File: config.mk
export PLATFORM = sky130hd
export DESIGN_NAME = adcoi_config_top
export DESIGN_NICKNAME = d
export VERILOG_FILES = /design/src/verilog/adcoi_config_top.v /design/src/verilog/adcoi_pattern_alt.v
export VERILOG_INCLUDE_DIRS = /design/src /design/src/verilog
export SDC_FILE = /design/constraint.sdc
export NUM_CORES = 1
export LEC_CHECK = 0
export BUFFER_PORTS_ARGS = -buffer_cell sky130_fd_sc_hd__buf_2
export CAP_MARGIN = 15
export CORE_MARGIN = 3
export CORE_UTILIZATION = 55
export CTS_CLUSTER_SIZE = 40
export DETAILED_ROUTE_END_ITERATION = 8
export PLACE_DENSITY = 0.86
export SLEW_MARGIN = 20
export SYNTH_ARGS = -nofsm -noshare
export SYNTH_HDL_FRONTEND = slang
export SYNTH_SLANG_ARGS = --single-unit
File: constraint.sdc
create_clock -name sys_clk_i -period 3 [get_ports sys_clk_i]
set_input_delay 0 -clock sys_clk_i [delete_from_list [all_inputs] [get_ports sys_clk_i]]
set_output_delay 0 -clock sys_clk_i [all_outputs]
set_load 0.01 [all_outputs]
File: src/verilog/adcoi_consts.vh
// constants for the adc output interface configuration bank
// How it works
// - register 13h holds shared pattern two low byte
// - clock drive double bit doubles clock buffers
// - clock double honoured only with enable set
// - ddr drives shared clock, qdr per-channel clocks
// - data double bit doubles data buffers, and frame buffers in qdr only
// - channel a off bit tri-states channel a
// - channel b off bit tri-states channel b
// - rate bit: zero qdr default, one ddr
// - delay code applies only under pin override
// - only eight listed delay codes are legal
// - register 17h bit 7 enables clock strength
// - double pattern alternates patterns each sample
`ifndef ADCOI_CONSTS_VH
`define ADCOI_CONSTS_VH

// register offsets on the serial port
`define ADCOI_ADDR_PAT2_LO     7'h13
`define ADCOI_ADDR_DRIVE       7'h14
`define ADCOI_ADDR_RATE        7'h15
`define ADCOI_ADDR_DDR_DELAY   7'h16
`define ADCOI_ADDR_CLK_EN      7'h17

// field positions
`define ADCOI_CLK_DBL_BIT      3
`define ADCOI_DATA_DBL_BIT     2
`define ADCOI_CHA_OFF_BIT      1
`define ADCOI_CHB_OFF_BIT      0
`define ADCOI_RATE_BIT         0
`define ADCOI_DELAY_MSB        5
`define ADCOI_DELAY_LSB        1
`define ADCOI_CLK_EN_BIT       7

// writable masks; all other bits are write-only zeros and read as zero
`define ADCOI_MASK_DRIVE       8'h0F
`define ADCOI_MASK_RATE        8'h01
`define ADCOI_MASK_DELAY       8'h3E
`define ADCOI_MASK_CLK_EN      8'h80

// reset values
`define ADCOI_RESET_BYTE       8'h00
`define ADCOI_RESET_CODE       5'h00
`define ADCOI_RESET_WORD       16'h0000

// legal ddr clock delay codes
`define ADCOI_DLY_M180         5'h05
`define ADCOI_DLY_M100         5'h07
`define ADCOI_DLY_ZERO         5'h00
`define ADCOI_DLY_P120         5'h0D
`define ADCOI_DLY_P230         5'h0E
`define ADCOI_DLY_P320         5'h0B
`define ADCOI_DLY_P400         5'h14
`define ADCOI_DLY_P500         5'h10

// serial frame layout: r/w flag, 7 address bits, 8 data bits
`define ADCOI_FRAME_LAST       5'h0F
`define ADCOI_ADDR_LAST        5'h07
`define ADCOI_DATA_FIRST       5'h08
`define ADCOI_SYNC_RESET       3'h1

`endif

File: src/verilog/adcoi_config_top.v
// output interface configuration bank behind the serial register port
`include "adcoi_consts.vh"

module adcoi_config_top (
    input  wire        sys_clk_i,              // system clock, 10 mhz
    input  wire        reset_n_i,              // async reset, active low
    input  wire        spi_sen_n_i,            // serial enable pin, active low
    input  wire        spi_sclk_i,             // serial clock pin
    input  wire        spi_sdata_i,            // serial data in pin
    output wire        spi_sdout_o,            // serial data out
    output wire        spi_sdout_oe_o,         // serial data out enable
    input  wire        pin_control_override_i, // override of control pins
    input  wire        sample_strobe_i,        // one pulse per sample
    input  wire        double_mode_i,          // double-pattern mode active
    input  wire [15:0] pattern_one_i,          // first user pattern
    input  wire [7:0]  pattern_two_high_i,     // second pattern high byte
    output wire [15:0] second_user_pattern_o,  // full second pattern
    output wire [15:0] test_pattern_o,         // pattern for current sample
    output wire        shared_clk_dbl_o,       // shared clock pair double drive
    output wire        per_channel_clk_dbl_o,  // per-channel clock double drive
    output wire        data_dbl_o,             // data buffers double drive
    output wire        frame_clk_dbl_o,        // frame clock double drive
    output wire        chan_a_output_off_o,    // channel a buffers high-z
    output wire        chan_b_output_off_o,    // channel b buffers high-z
    output wire        output_rate_mode_o,     // 0 qdr, 1 ddr
    output wire [4:0]  ddr_clk_delay_o,        // effective delay code
    output wire        ddr_delay_illegal_o     // programmed code not listed
);

    // pins are oversampled, so each
    // sclk phase needs four clocks
    // frame: read flag, address, data
    // a write commits at the last bit
    // an aborted frame changes nothing
    // controls are re-registered: one
    // cycle of lag, but no glitches
    // while a register is rewritten

    // serial port state codes
    localparam ST_IDLE  = 1'b0;
    localparam ST_SHIFT = 1'b1;
    // reset level of each sync stage;
    // enable idles high, the rest low
    localparam [2:0] SYNC_INIT = `ADCOI_SYNC_RESET;

    // legal delay code check; used for both effective code and flag
    function legal_code;
        input [4:0] code;
        begin
            case (code)
                `ADCOI_DLY_M180, `ADCOI_DLY_M100, `ADCOI_DLY_ZERO,
                `ADCOI_DLY_P120, `ADCOI_DLY_P230, `ADCOI_DLY_P320,
                `ADCOI_DLY_P400, `ADCOI_DLY_P500: legal_code = 1'b1;
                default:                          legal_code = 1'b0;
            endcase
        end
    endfunction

    // --- synchronisers for the serial pins ---
    // pins are in another clock domain;
    // two flops each keep metastability
    // out of the frame engine
    wire [2:0]  pin_raw;                   // sen, sclk, sdata as sampled
    reg  [2:0]  sync1_reg;                 // first stage, read only by second
    reg  [2:0]  sync2_reg;                 // second stage, safe to use
    reg         sclk_prev_reg;             // sclk history for edge detect

    assign pin_raw = {spi_sdata_i, spi_sclk_i, spi_sen_n_i};

    genvar gi;
    generate
        for (gi = 0; gi < 3; gi = gi + 1) begin : g_sync
            // two flops per pin; sen idles high so its stages reset to one
            always @(posedge sys_clk_i or negedge reset_n_i) begin
                if (!reset_n_i) begin
                    sync1_reg[gi] <= SYNC_INIT[gi];
                    sync2_reg[gi] <= SYNC_INIT[gi];
                end else begin
                    sync1_reg[gi] <= pin_raw[gi];
                    sync2_reg[gi] <= sync1_reg[gi];
                end
            end
        end
    endgenerate

    wire sen_n_s   = sync2_reg[0];         // enable, active low
    wire sclk_s    = sync2_reg[1];         // serial clock
    wire sdata_s   = sync2_reg[2];         // serial data
    wire sclk_rise = sclk_s & ~sclk_prev_reg;
    wire sclk_fall = ~sclk_s & sclk_prev_reg;

    // --- register storage ---
    reg  [7:0]  pat2_lo_reg;               // second pattern low byte
    reg  [7:0]  drive_reg;                 // drive strength and disables
    reg  [7:0]  rate_reg;                  // output rate select
    reg  [7:0]  delay_reg;                 // ddr clock delay field
    reg  [7:0]  clk_en_reg;                // clock strength enable

    // --- serial engine state ---
    reg         state_reg;                 // idle or shifting
    reg  [4:0]  bit_cnt_reg;               // bits taken in this frame
    reg  [15:0] shift_in_reg;              // incoming frame bits
    reg  [7:0]  rd_shift_reg;              // read data being returned
    reg         is_read_reg;               // frame is a read
    reg         sdout_reg;                 // serial out bit
    reg         sdout_oe_reg;              // serial out drive enable

    wire [15:0] word_now = {shift_in_reg[14:0], sdata_s}; // frame incl. this bit
    wire [6:0]  addr_now = word_now[6:0];  // address once eight bits are in
    wire [6:0]  addr_wr  = word_now[14:8]; // address at frame end
    wire [7:0]  data_wr  = word_now[7:0];  // write data at frame end

    // address is whole after bit eight;
    // a read returns the value then
    // read mux; write-only zero bits read back as zero
    reg  [7:0]  rd_value;
    always @* begin
        case (addr_now)
            `ADCOI_ADDR_PAT2_LO:   rd_value = pat2_lo_reg;
            `ADCOI_ADDR_DRIVE:     rd_value = drive_reg;
            `ADCOI_ADDR_RATE:      rd_value = rate_reg;
            `ADCOI_ADDR_DDR_DELAY: rd_value = delay_reg;
            `ADCOI_ADDR_CLK_EN:    rd_value = clk_en_reg;
            default:               rd_value = `ADCOI_RESET_BYTE; // unmapped reads 0
        endcase
    end

    // read data leaves on the fall so
    // it settles a full phase before
    // the host samples it at the rise
    // bits past sixteen are ignored, so
    // extra clocks start no new access
    // serial frame engine: sample on sclk rise, shift out on sclk fall
    always @(posedge sys_clk_i or negedge reset_n_i) begin
        if (!reset_n_i) begin
            state_reg     <= ST_IDLE;
            bit_cnt_reg   <= 5'h00;
            shift_in_reg  <= `ADCOI_RESET_WORD;
            rd_shift_reg  <= `ADCOI_RESET_BYTE;
            is_read_reg   <= 1'b0;
            sdout_reg     <= 1'b0;
            sdout_oe_reg  <= 1'b0;
            sclk_prev_reg <= 1'b0;
        end else begin
            sclk_prev_reg <= sclk_s;
            case (state_reg)
                ST_IDLE: begin
                    sdout_oe_reg <= 1'b0;
                    bit_cnt_reg  <= 5'h00;
                    is_read_reg  <= 1'b0;
                    // a frame starts when enable falls
                    if (!sen_n_s) begin
                        state_reg <= ST_SHIFT;
                    end
                end
                ST_SHIFT: begin
                    if (sen_n_s) begin
                        // enable raised: frame done or aborted, nothing pending
                        state_reg    <= ST_IDLE;
                        sdout_oe_reg <= 1'b0;
                    end else if (sclk_rise && bit_cnt_reg <= `ADCOI_FRAME_LAST) begin
                        shift_in_reg <= word_now;
                        bit_cnt_reg  <= bit_cnt_reg + 5'h01;
                        if (bit_cnt_reg == `ADCOI_ADDR_LAST) begin
                            // address complete: latch read data now
                            is_read_reg  <= word_now[7];
                            rd_shift_reg <= rd_value;
                        end
                    end else if (sclk_fall && is_read_reg &&
                                 bit_cnt_reg >= `ADCOI_DATA_FIRST &&
                                 bit_cnt_reg <= `ADCOI_FRAME_LAST) begin
                        // drive next bit so it is stable at the following rise
                        sdout_reg    <= rd_shift_reg[7];
                        rd_shift_reg <= {rd_shift_reg[6:0], 1'b0};
                        sdout_oe_reg <= 1'b1;
                    end
                end
                default: begin
                    state_reg <= ST_IDLE;
                end
            endcase
        end
    end

    // frame end condition for a write
    wire wr_fire = (state_reg == ST_SHIFT) && !sen_n_s && sclk_rise &&
                   (bit_cnt_reg == `ADCOI_FRAME_LAST) && !word_now[15];

    // only the sixteenth rise commits;
    // unmapped addresses are dropped
    // register writes; reserved bits are forced to zero whatever the host sends
    always @(posedge sys_clk_i or negedge reset_n_i) begin
        if (!reset_n_i) begin
            pat2_lo_reg <= `ADCOI_RESET_BYTE;
            drive_reg   <= `ADCOI_RESET_BYTE;
            rate_reg    <= `ADCOI_RESET_BYTE;
            delay_reg   <= `ADCOI_RESET_BYTE;
            clk_en_reg  <= `ADCOI_RESET_BYTE;
        end else if (wr_fire) begin
            case (addr_wr)
                `ADCOI_ADDR_PAT2_LO:   pat2_lo_reg <= data_wr;
                `ADCOI_ADDR_DRIVE:     drive_reg   <= data_wr & `ADCOI_MASK_DRIVE;
                `ADCOI_ADDR_RATE:      rate_reg    <= data_wr & `ADCOI_MASK_RATE;
                `ADCOI_ADDR_DDR_DELAY: delay_reg   <= data_wr & `ADCOI_MASK_DELAY;
                `ADCOI_ADDR_CLK_EN:    clk_en_reg  <= data_wr & `ADCOI_MASK_CLK_EN;
                default:               pat2_lo_reg <= pat2_lo_reg; // unmapped: ignored
            endcase
        end
    end

    // clock strength needs the enable
    // in 17h; ddr steers it to the
    // shared pair, qdr to per-channel
    // an unlisted delay code has no
    // defined timing, so it is not used
    // --- derived control outputs, all registered ---
    wire        ddr_mode   = rate_reg[`ADCOI_RATE_BIT];
    wire        clk_dbl_ok = drive_reg[`ADCOI_CLK_DBL_BIT] &
                             clk_en_reg[`ADCOI_CLK_EN_BIT];
    wire [4:0]  code_prog  = delay_reg[`ADCOI_DELAY_MSB:`ADCOI_DELAY_LSB];

    reg         shared_clk_dbl_reg;    // shared clock pair strength
    reg         per_clk_dbl_reg;       // per-channel clock pairs strength
    reg         data_dbl_reg;          // data buffer strength
    reg         frame_dbl_reg;         // frame clock strength
    reg         cha_off_reg;           // channel a tri-state
    reg         chb_off_reg;           // channel b tri-state
    reg         rate_mode_reg;         // rate mode copy
    reg  [4:0]  delay_eff_reg;         // delay code in force
    reg         delay_bad_reg;         // unlisted code programmed

    // one cycle from the register to the buffer controls
    always @(posedge sys_clk_i or negedge reset_n_i) begin
        if (!reset_n_i) begin
            shared_clk_dbl_reg <= 1'b0;
            per_clk_dbl_reg    <= 1'b0;
            data_dbl_reg       <= 1'b0;
            frame_dbl_reg      <= 1'b0;
            cha_off_reg        <= 1'b0;
            chb_off_reg        <= 1'b0;
            rate_mode_reg      <= 1'b0;
            delay_eff_reg      <= `ADCOI_RESET_CODE;
            delay_bad_reg      <= 1'b0;
        end else begin
            // clock strength lands on whichever clock pins the pinout uses
            shared_clk_dbl_reg <= clk_dbl_ok & ddr_mode;
            per_clk_dbl_reg    <= clk_dbl_ok & ~ddr_mode;
            data_dbl_reg       <= drive_reg[`ADCOI_DATA_DBL_BIT];
            // frame clock pins exist only in the qdr pinout
            frame_dbl_reg      <= drive_reg[`ADCOI_DATA_DBL_BIT] & ~ddr_mode;
            cha_off_reg        <= drive_reg[`ADCOI_CHA_OFF_BIT];
            chb_off_reg        <= drive_reg[`ADCOI_CHB_OFF_BIT];
            rate_mode_reg      <= ddr_mode;
            // an unlisted code falls back to the default clock position
            if (pin_control_override_i && legal_code(code_prog)) begin
                delay_eff_reg <= code_prog;
            end else begin
                delay_eff_reg <= `ADCOI_RESET_CODE;
            end
            delay_bad_reg      <= ~legal_code(code_prog);
        end
    end

    // high byte from the pattern_two_high_i input,
    // low byte from 13h
    // second pattern is shared by both channels
    reg  [15:0] pat2_full_reg;
    always @(posedge sys_clk_i or negedge reset_n_i) begin
        if (!reset_n_i) begin
            pat2_full_reg <= `ADCOI_RESET_WORD;
        end else begin
            pat2_full_reg <= {pattern_two_high_i, pat2_lo_reg};
        end
    end

    // pattern source for double-pattern mode
    // kept apart so other test patterns
    // can share the sample phase
    adcoi_pattern_alt u_pattern (
        .sys_clk_i       (sys_clk_i),
        .reset_n_i       (reset_n_i),
        .sample_strobe_i (sample_strobe_i),
        .double_mode_i   (double_mode_i),
        .pattern_one_i   (pattern_one_i),
        .pattern_two_i   (pat2_full_reg),
        .pattern_o       (test_pattern_o)
    );

    // every output is a flop; reserved
    // bits read zero, being masked on write
    // sdout enable drops once enable
    // is seen high again
    assign spi_sdout_o           = sdout_reg;
    assign spi_sdout_oe_o        = sdout_oe_reg;
    assign second_user_pattern_o = pat2_full_reg;
    assign shared_clk_dbl_o      = shared_clk_dbl_reg;
    assign per_channel_clk_dbl_o = per_clk_dbl_reg;
    assign data_dbl_o            = data_dbl_reg;
    assign frame_clk_dbl_o       = frame_dbl_reg;
    assign chan_a_output_off_o   = cha_off_reg;
    assign chan_b_output_off_o   = chb_off_reg;
    assign output_rate_mode_o    = rate_mode_reg;
    assign ddr_clk_delay_o       = delay_eff_reg;
    assign ddr_delay_illegal_o   = delay_bad_reg;

endmodule

File: src/verilog/adcoi_pattern_alt.v
// user pattern source that alternates two patterns in double-pattern mode
`include "adcoi_consts.vh"

module adcoi_pattern_alt (
    input  wire        sys_clk_i,        // system clock
    input  wire        reset_n_i,        // async reset, active low
    input  wire        sample_strobe_i,  // one pulse per output sample
    input  wire        double_mode_i,    // double-pattern test mode selected
    input  wire [15:0] pattern_one_i,    // first user pattern
    input  wire [15:0] pattern_two_i,    // second user pattern
    output wire [15:0] pattern_o         // pattern for the current sample
);

    reg        pick_two_reg;             // next sample takes pattern two
    reg [15:0] pattern_reg;              // registered pattern word

    assign pattern_o = pattern_reg;

    // alternate on each sample; outside double mode stay on pattern one
    always @(posedge sys_clk_i or negedge reset_n_i) begin
        if (!reset_n_i) begin
            pick_two_reg <= 1'b0;
            pattern_reg  <= `ADCOI_RESET_WORD;
        end else if (sample_strobe_i) begin
            if (double_mode_i) begin
                // the phase restarts at pattern one after any sample taken outside the mode
                pattern_reg  <= pick_two_reg ? pattern_two_i : pattern_one_i;
                pick_two_reg <= ~pick_two_reg;
            end else begin
                pattern_reg  <= pattern_one_i;
                pick_two_reg <= 1'b0;
            end
        end
    end

endmodule

# After elaboration in Yosys (flattened, before gate mapping)
# Memory sizes are Yosys's and may differ from the RTL's.
# Cells that the tools add are included.
# Widths: inputs -> output; s select.
[op_classes]
n_addsub = 1
n_lt_le_gt_ge = 2
eq_ne = 18
mux = 20
bitwise = 14
reduce_logical = 23
[ops]
columns = ["cell", "n"]
rows = [
  ["$eq 7x5->1 const B", 10],
  ["$pmux 8 s5", 1],
  ["$mux 16", 2],
  ["$mux 8", 3],
  ["$mux 5", 3],
  ["$reduce_and 2->1", 7],
  ["$pmux 5 s2", 1],
  ["$logic_and 1x1->1", 9],
  ["$mux 1", 8],
  ["$not 1->1", 8],
  ["$reduce_and 4->1", 2],
  ["$and 1x1->1", 6],
  ["$ne 2x1->1 const B", 3],
  ["$reduce_and 3->1", 2],
  ["$add 5x1->5 const B", 1],
  ["$eq 5x3->1 const B", 1],
  ["$eq 5x4->1 const B", 1],
  ["$ge 5x4->1 const B", 1],
  ["$le 5x4->1 const B", 1],
  ["$pmux 1 s2", 2],
  ["$ne 3x2->1 const B", 1],
  ["$ne 3x3->1 const B", 1],
  ["$logic_not 1->1", 2],
  ["$ne 2x2->1 const B", 1],
  ["$reduce_bool 2->1", 1],
]
[word_totals]
reg_bits = 104
rom_bits = 64
input_bits = 32
output_inout_bits = 47
elab_cells = 111
memories = 2
[mem_list]
columns = ["memory", "words", "word_bits", "read_ports", "rd_clocked_by_memory_dff", "write_ports", "line", "text"]
rows = [
  ["(name not given)", 32, 1, 1, 0, 0, "adcoi_config_top.v:50", "case (code)"],
  ["(name not given)", 32, 1, 1, 0, 0, "adcoi_config_top.v:50", ""],
]

# Depth between registers and ports, before layout
[depth]
ltp_word = 9
mapped_depth = 8
depth_no_buf = 7

# By module
# From an unflattened synthesis, not the netlist that was laid out.
[hier_totals]
hier_cells = 359
area_unflattened_um2 = 4440.5
[by_module_without_submodules]
columns = ["module", "instances", "cells_per_inst", "area_each_um2", "seq_area_each_um2"]
rows = [
  ["adcoi_config_top", 1, 264, 3507.1, 2179.6],
  ["adcoi_pattern_alt", 1, 95, 933.4, 425.4],
]

# Worst setup path after synthesis
# Ideal clock, no wire load.
[synth_path]
kind = "register to register"
startpoint = "reg bit_cnt_reg[0]"
endpoint = "reg shift_in_reg[10]"
setup_time_ps = 125
arrival_time_ps = 2046
setup_slack_ps = 829
stages_incl_launch_ff = 8
synth_period_minus_slack_ps = 2171
path_cell_list = "dfrtp_1 -> ha_1 -> and3_1 -> ha_1 -> buf_2 -> o21ai_1 -> buf_2 -> mux2_2"
[synth_between]
elab_chain_cells = 3
[synth_lines]
columns = ["item", "line", "text"]
rows = [
  ["start: declaration", "adcoi_config_top.v:101", "reg [4:0] bit_cnt_reg;"],
  ["start signal: assignment", "adcoi_config_top.v:163", "bit_cnt_reg <= bit_cnt_reg + 5'h01;"],
  ["$le 5x4->1 (no source line)", "n/a", ""],
  ["$logic_and 1x1->1 (no source line)", "n/a", ""],
  ["$reduce_and 3->1 (no source line)", "n/a", ""],
  ["end signal: assignment", "adcoi_config_top.v:138", "shift_in_reg <= `ADCOI_RESET_WORD;"],
  ["end signal: assignment", "adcoi_config_top.v:162", "shift_in_reg <= word_now;"],
  ["end: declaration", "adcoi_config_top.v:102", "reg [15:0] shift_in_reg;"],
]
# No other way between the ends.
# A chain may end at the register's enable or synchronous reset.

# Final worst setup path
[layout_path]
startpoint = "reg bit_cnt_reg[0]"
endpoint = "reg delay_reg[4]"
[layout_between]
elab_chain_cells = 4
[layout_lines]
columns = ["item", "line", "text"]
rows = [
  ["$eq 5x4->1 (no source line)", "n/a", ""],
  ["$logic_and 1x1->1 (2 in series)", "adcoi_config_top.v:186", "wire wr_fire = (state_reg == ST_SHIFT) && !sen_n_s && sclk_rise &&"],
  ["$reduce_and 2->1 (no source line)", "n/a", ""],
  ["end signal: assignment", "adcoi_config_top.v:197", "delay_reg <= `ADCOI_RESET_BYTE;"],
  ["end signal: assignment", "adcoi_config_top.v:204", "`ADCOI_ADDR_DDR_DELAY: delay_reg <= data_wr & `ADCOI_MASK_DELAY;"],
  ["end: declaration", "adcoi_config_top.v:96", "reg [7:0] delay_reg;"],
]
# No other way between the ends.

==> impl_metrics.py <==
metrics = {
    "timing": {
        "worst_pin_slew_ps": 884,
        "relSlewSlack": 0.409,
        "setup_violations": 0,
        "fin_crit_sh": 0.838,
        "slew_violations": 0,
        "fin_crit_ps": 2510,
        "clock.fmax_ghz": 0.398,
        "hold_viol_final": 0,
        "finClkSkew_ps": 14.3,
        "rsz0062_at_grt": "false",
        "totalNegativeSetupSlack_ps": 0,
    },
    "drt": {
        "dr_wl_met3_um": 555,
        "vias": 2955,
        "wl_per_cell_um": 16.6,
        "wl_met1_um": 3800,
        "vias_per_cell": 5.50,
        "drc": 0,
        "ant_nets": 0,
        "dr.pass1.iters": 4,
        "wirelength_um": 8910,
        "met2_length_um": 4330,
        "drtIter0Drc": 117,
        "maxUsedRoutingLayer": "met4",
    },
    "critical_path": {
        "path_class": "flip-flop to flip-flop",
        "r2r_start": "bit_cnt_reg[0]",
        "crit_required_ps": 3260,
        "critPathMaxFanout": 10,
        "cp-start-kind": "flip-flop",
        "arrival_ps": 2770,
        "end_kind": "flip-flop",
        "startpoint": "bit_cnt_reg[0]",
    },
    "place": {
        "io_buffers": 78,
        "gp_congestion": 0.790,
        "place_hpwl_um": 5770,
    },
    "clock_network": {
        "cts.htree.levels": 3,
        "cts.clk_slew.worst_paths_ps": 100,
        "ctsHoldBuffers": 30,
        "cts-root-buf": "clkbuf_8",
        "cts_tree": "yes",
        "clock-sinks": 104,
        "max-clock-path-buffers": 2,
        "cts_buffers": 9,
        "clk_latency_ps": 380,
        "cts_resized": 0,
        "post-cts-setup-buffers": 0,
    },
    "synth": {
        "synth_largest_area_cell": "dfrtp_1",
        "yosysTopAreaCellShare": 0.602,
        "netlist_instances": 323,
        "synth_edf_count": 0,
        "async_flop_share": 1.00,
        "synth_area_mm2": 0.00424,
        "ys_warn_count": 0,
        "yosys.cell_count.top_type": "dfrtp_1",
        "synthTopCellsByCount": "102 x dfrtp_1, 43 x mux2_2, 30 x nor2_1",
        "synth_top_flop_cell": "dfrtp_1",
        "ys_ff_latch": 104,
        "ys_seq_area_frac": 0.614,
        "synth_area_leaders": "dfrtp_1 60%, mux2_2 11%, mux2i_1 5.4%",
        "synth_nets": 359,
        "synth.distinct_cells": 41,
        "syn_area_per_cell_um2": 13.1,
    },
    "hold_path": {
        "hold_path.startpoint": "sample_strobe_i",
        "min_path_type": "primary input to flip-flop",
    },
    "floorplan": {
        "fp.dieArea_mm2": 0.00880,
        "coreArea_mm2": 0.00737,
        "dieWidth_um": 93.8,
        "die_h_um": 93.8,
        "initial_utilization": 0.575,
        "ioPinCount": 79,
        "num_rows": 31,
    },
    "cells_and_area": {
        "drive_gt1_frac": 0.338,
        "antenna_cells": 0,
        "final_nets": 469,
        "final_util": 0.712,
        "fillCellCount": 463,
        "syn2layout_area_growth_pct": 23.7,
    },
    "pwr": {
        "power_density_mw_per_mm2": 518,
        "peakVddDrop_mv": 0.256,
        "p_leak_uw": 0.00269,
    },
    "global_routing": {
        "grt_pass1_wl_um": 14500,
        "antenna_found_initial": 0,
        "gr-total-overflow": 0,
        "grt_start_max_net_pins": 91,
        "grt_usage": 0.214,
        "grt_pass1_vias": 2924,
    },
    "job": {
        "maxCapViolations": 0,
    },
    "run_status": {
        "status": "complete, no violations",
    },
}
## through the flow
stage | setup WS (ps) | hold slack [ps] | instances | instance area, um2 | total power [uW]
finish | 487 | 132 | 537 | 5250 | 2720
global route | 291 | 145 | 537 | 5250 | 2840
CTS | 517 | 120 | 537 | 5240 | 2730
global placement | 688 | 106 | 491 | 4730 | 1790
detailed placement | 580 | 110 | 491 | 4730 | 1810
floorplan | 829 | -296 | 323 | 4240 | 1690
## area by class of cell
class | instances | area [um2] | share of cell area
clock buffer | 10 | 138 | 0.0262
multi-input combinational | 197 | 1550 | 0.295
clock inverter | 6 | 73.8 | 0.0141
timing repair buffer | 111 | 719 | 0.137
inverter | 10 | 37.5 | 0.00715
tap | 99 | 124 | 0.0236
sequential | 104 | 2610 | 0.497
## critical path, cell delays in order, from the launching register on
cell     delay [ps]
dfrtp_1         420
ha_1            230
and3_1          170
ha_1            340
nand3_1         110
nor3_1          700
mux2_2          420
## cell families after synthesis
group / share of synthesized area
flip-flops: 0.614
AND/OR/NAND/NOR: 0.113
multiplexers: 0.168
AO/OA/AOI/OAI: 0.0661
buffers and inverters: 0.0204
adder cells (fa/ha/maj): 0.0118
XOR/XNOR: 0.00620
## per-layer routing
layer	GRT usage	vias to the layer above
li1	-	1361
met1	0.260	1474
met2	0.365	100
met3	0.0393	20
met4	0.108	0
met5	0	-
## worst paths after layout
check / to / slack (ps) / cells past startpoint
worst max register to register: delay_reg[4] / 490 / 6
worst max-delay path: delay_reg[4] / 490 / 6
max in group asynchronous: u_pattern.pattern_o[13] / 2090 / 3
worst min-delay path: u_pattern.pattern_o[2] / 130 / 2
worst min register to register: sclk_s / 360 / 0
min in group asynchronous: second_user_pattern_o[11] / 230 / 2
## cells in the final DEF (no fill, tap or decap), types with 5 or more instances in the layout
| master | instances |
|---|---|
| dfrtp_1 | 102 |
| buf_2 | 77 |
| mux2_2 | 43 |
| nor2_1 | 30 |
| dlygate4sd3_1 | 30 |
| mux2i_1 | 23 |
| a21oi_1 | 20 |
| inv_1 | 10 |
| clkbuf_8 | 10 |
| nand2_1 | 8 |
| nor2b_1 | 7 |
| o211ai_1 | 5 |
| and3b_1 | 5 |
## power by group
part / total, uW / switching [uW] / internal [uW]
Combinational: 263 / 129 / 134
Sequential: 1550 / 89.8 / 1460
Clock: 904 / 484 / 420
No activity file was read; power rests on OpenSTA's default activity.
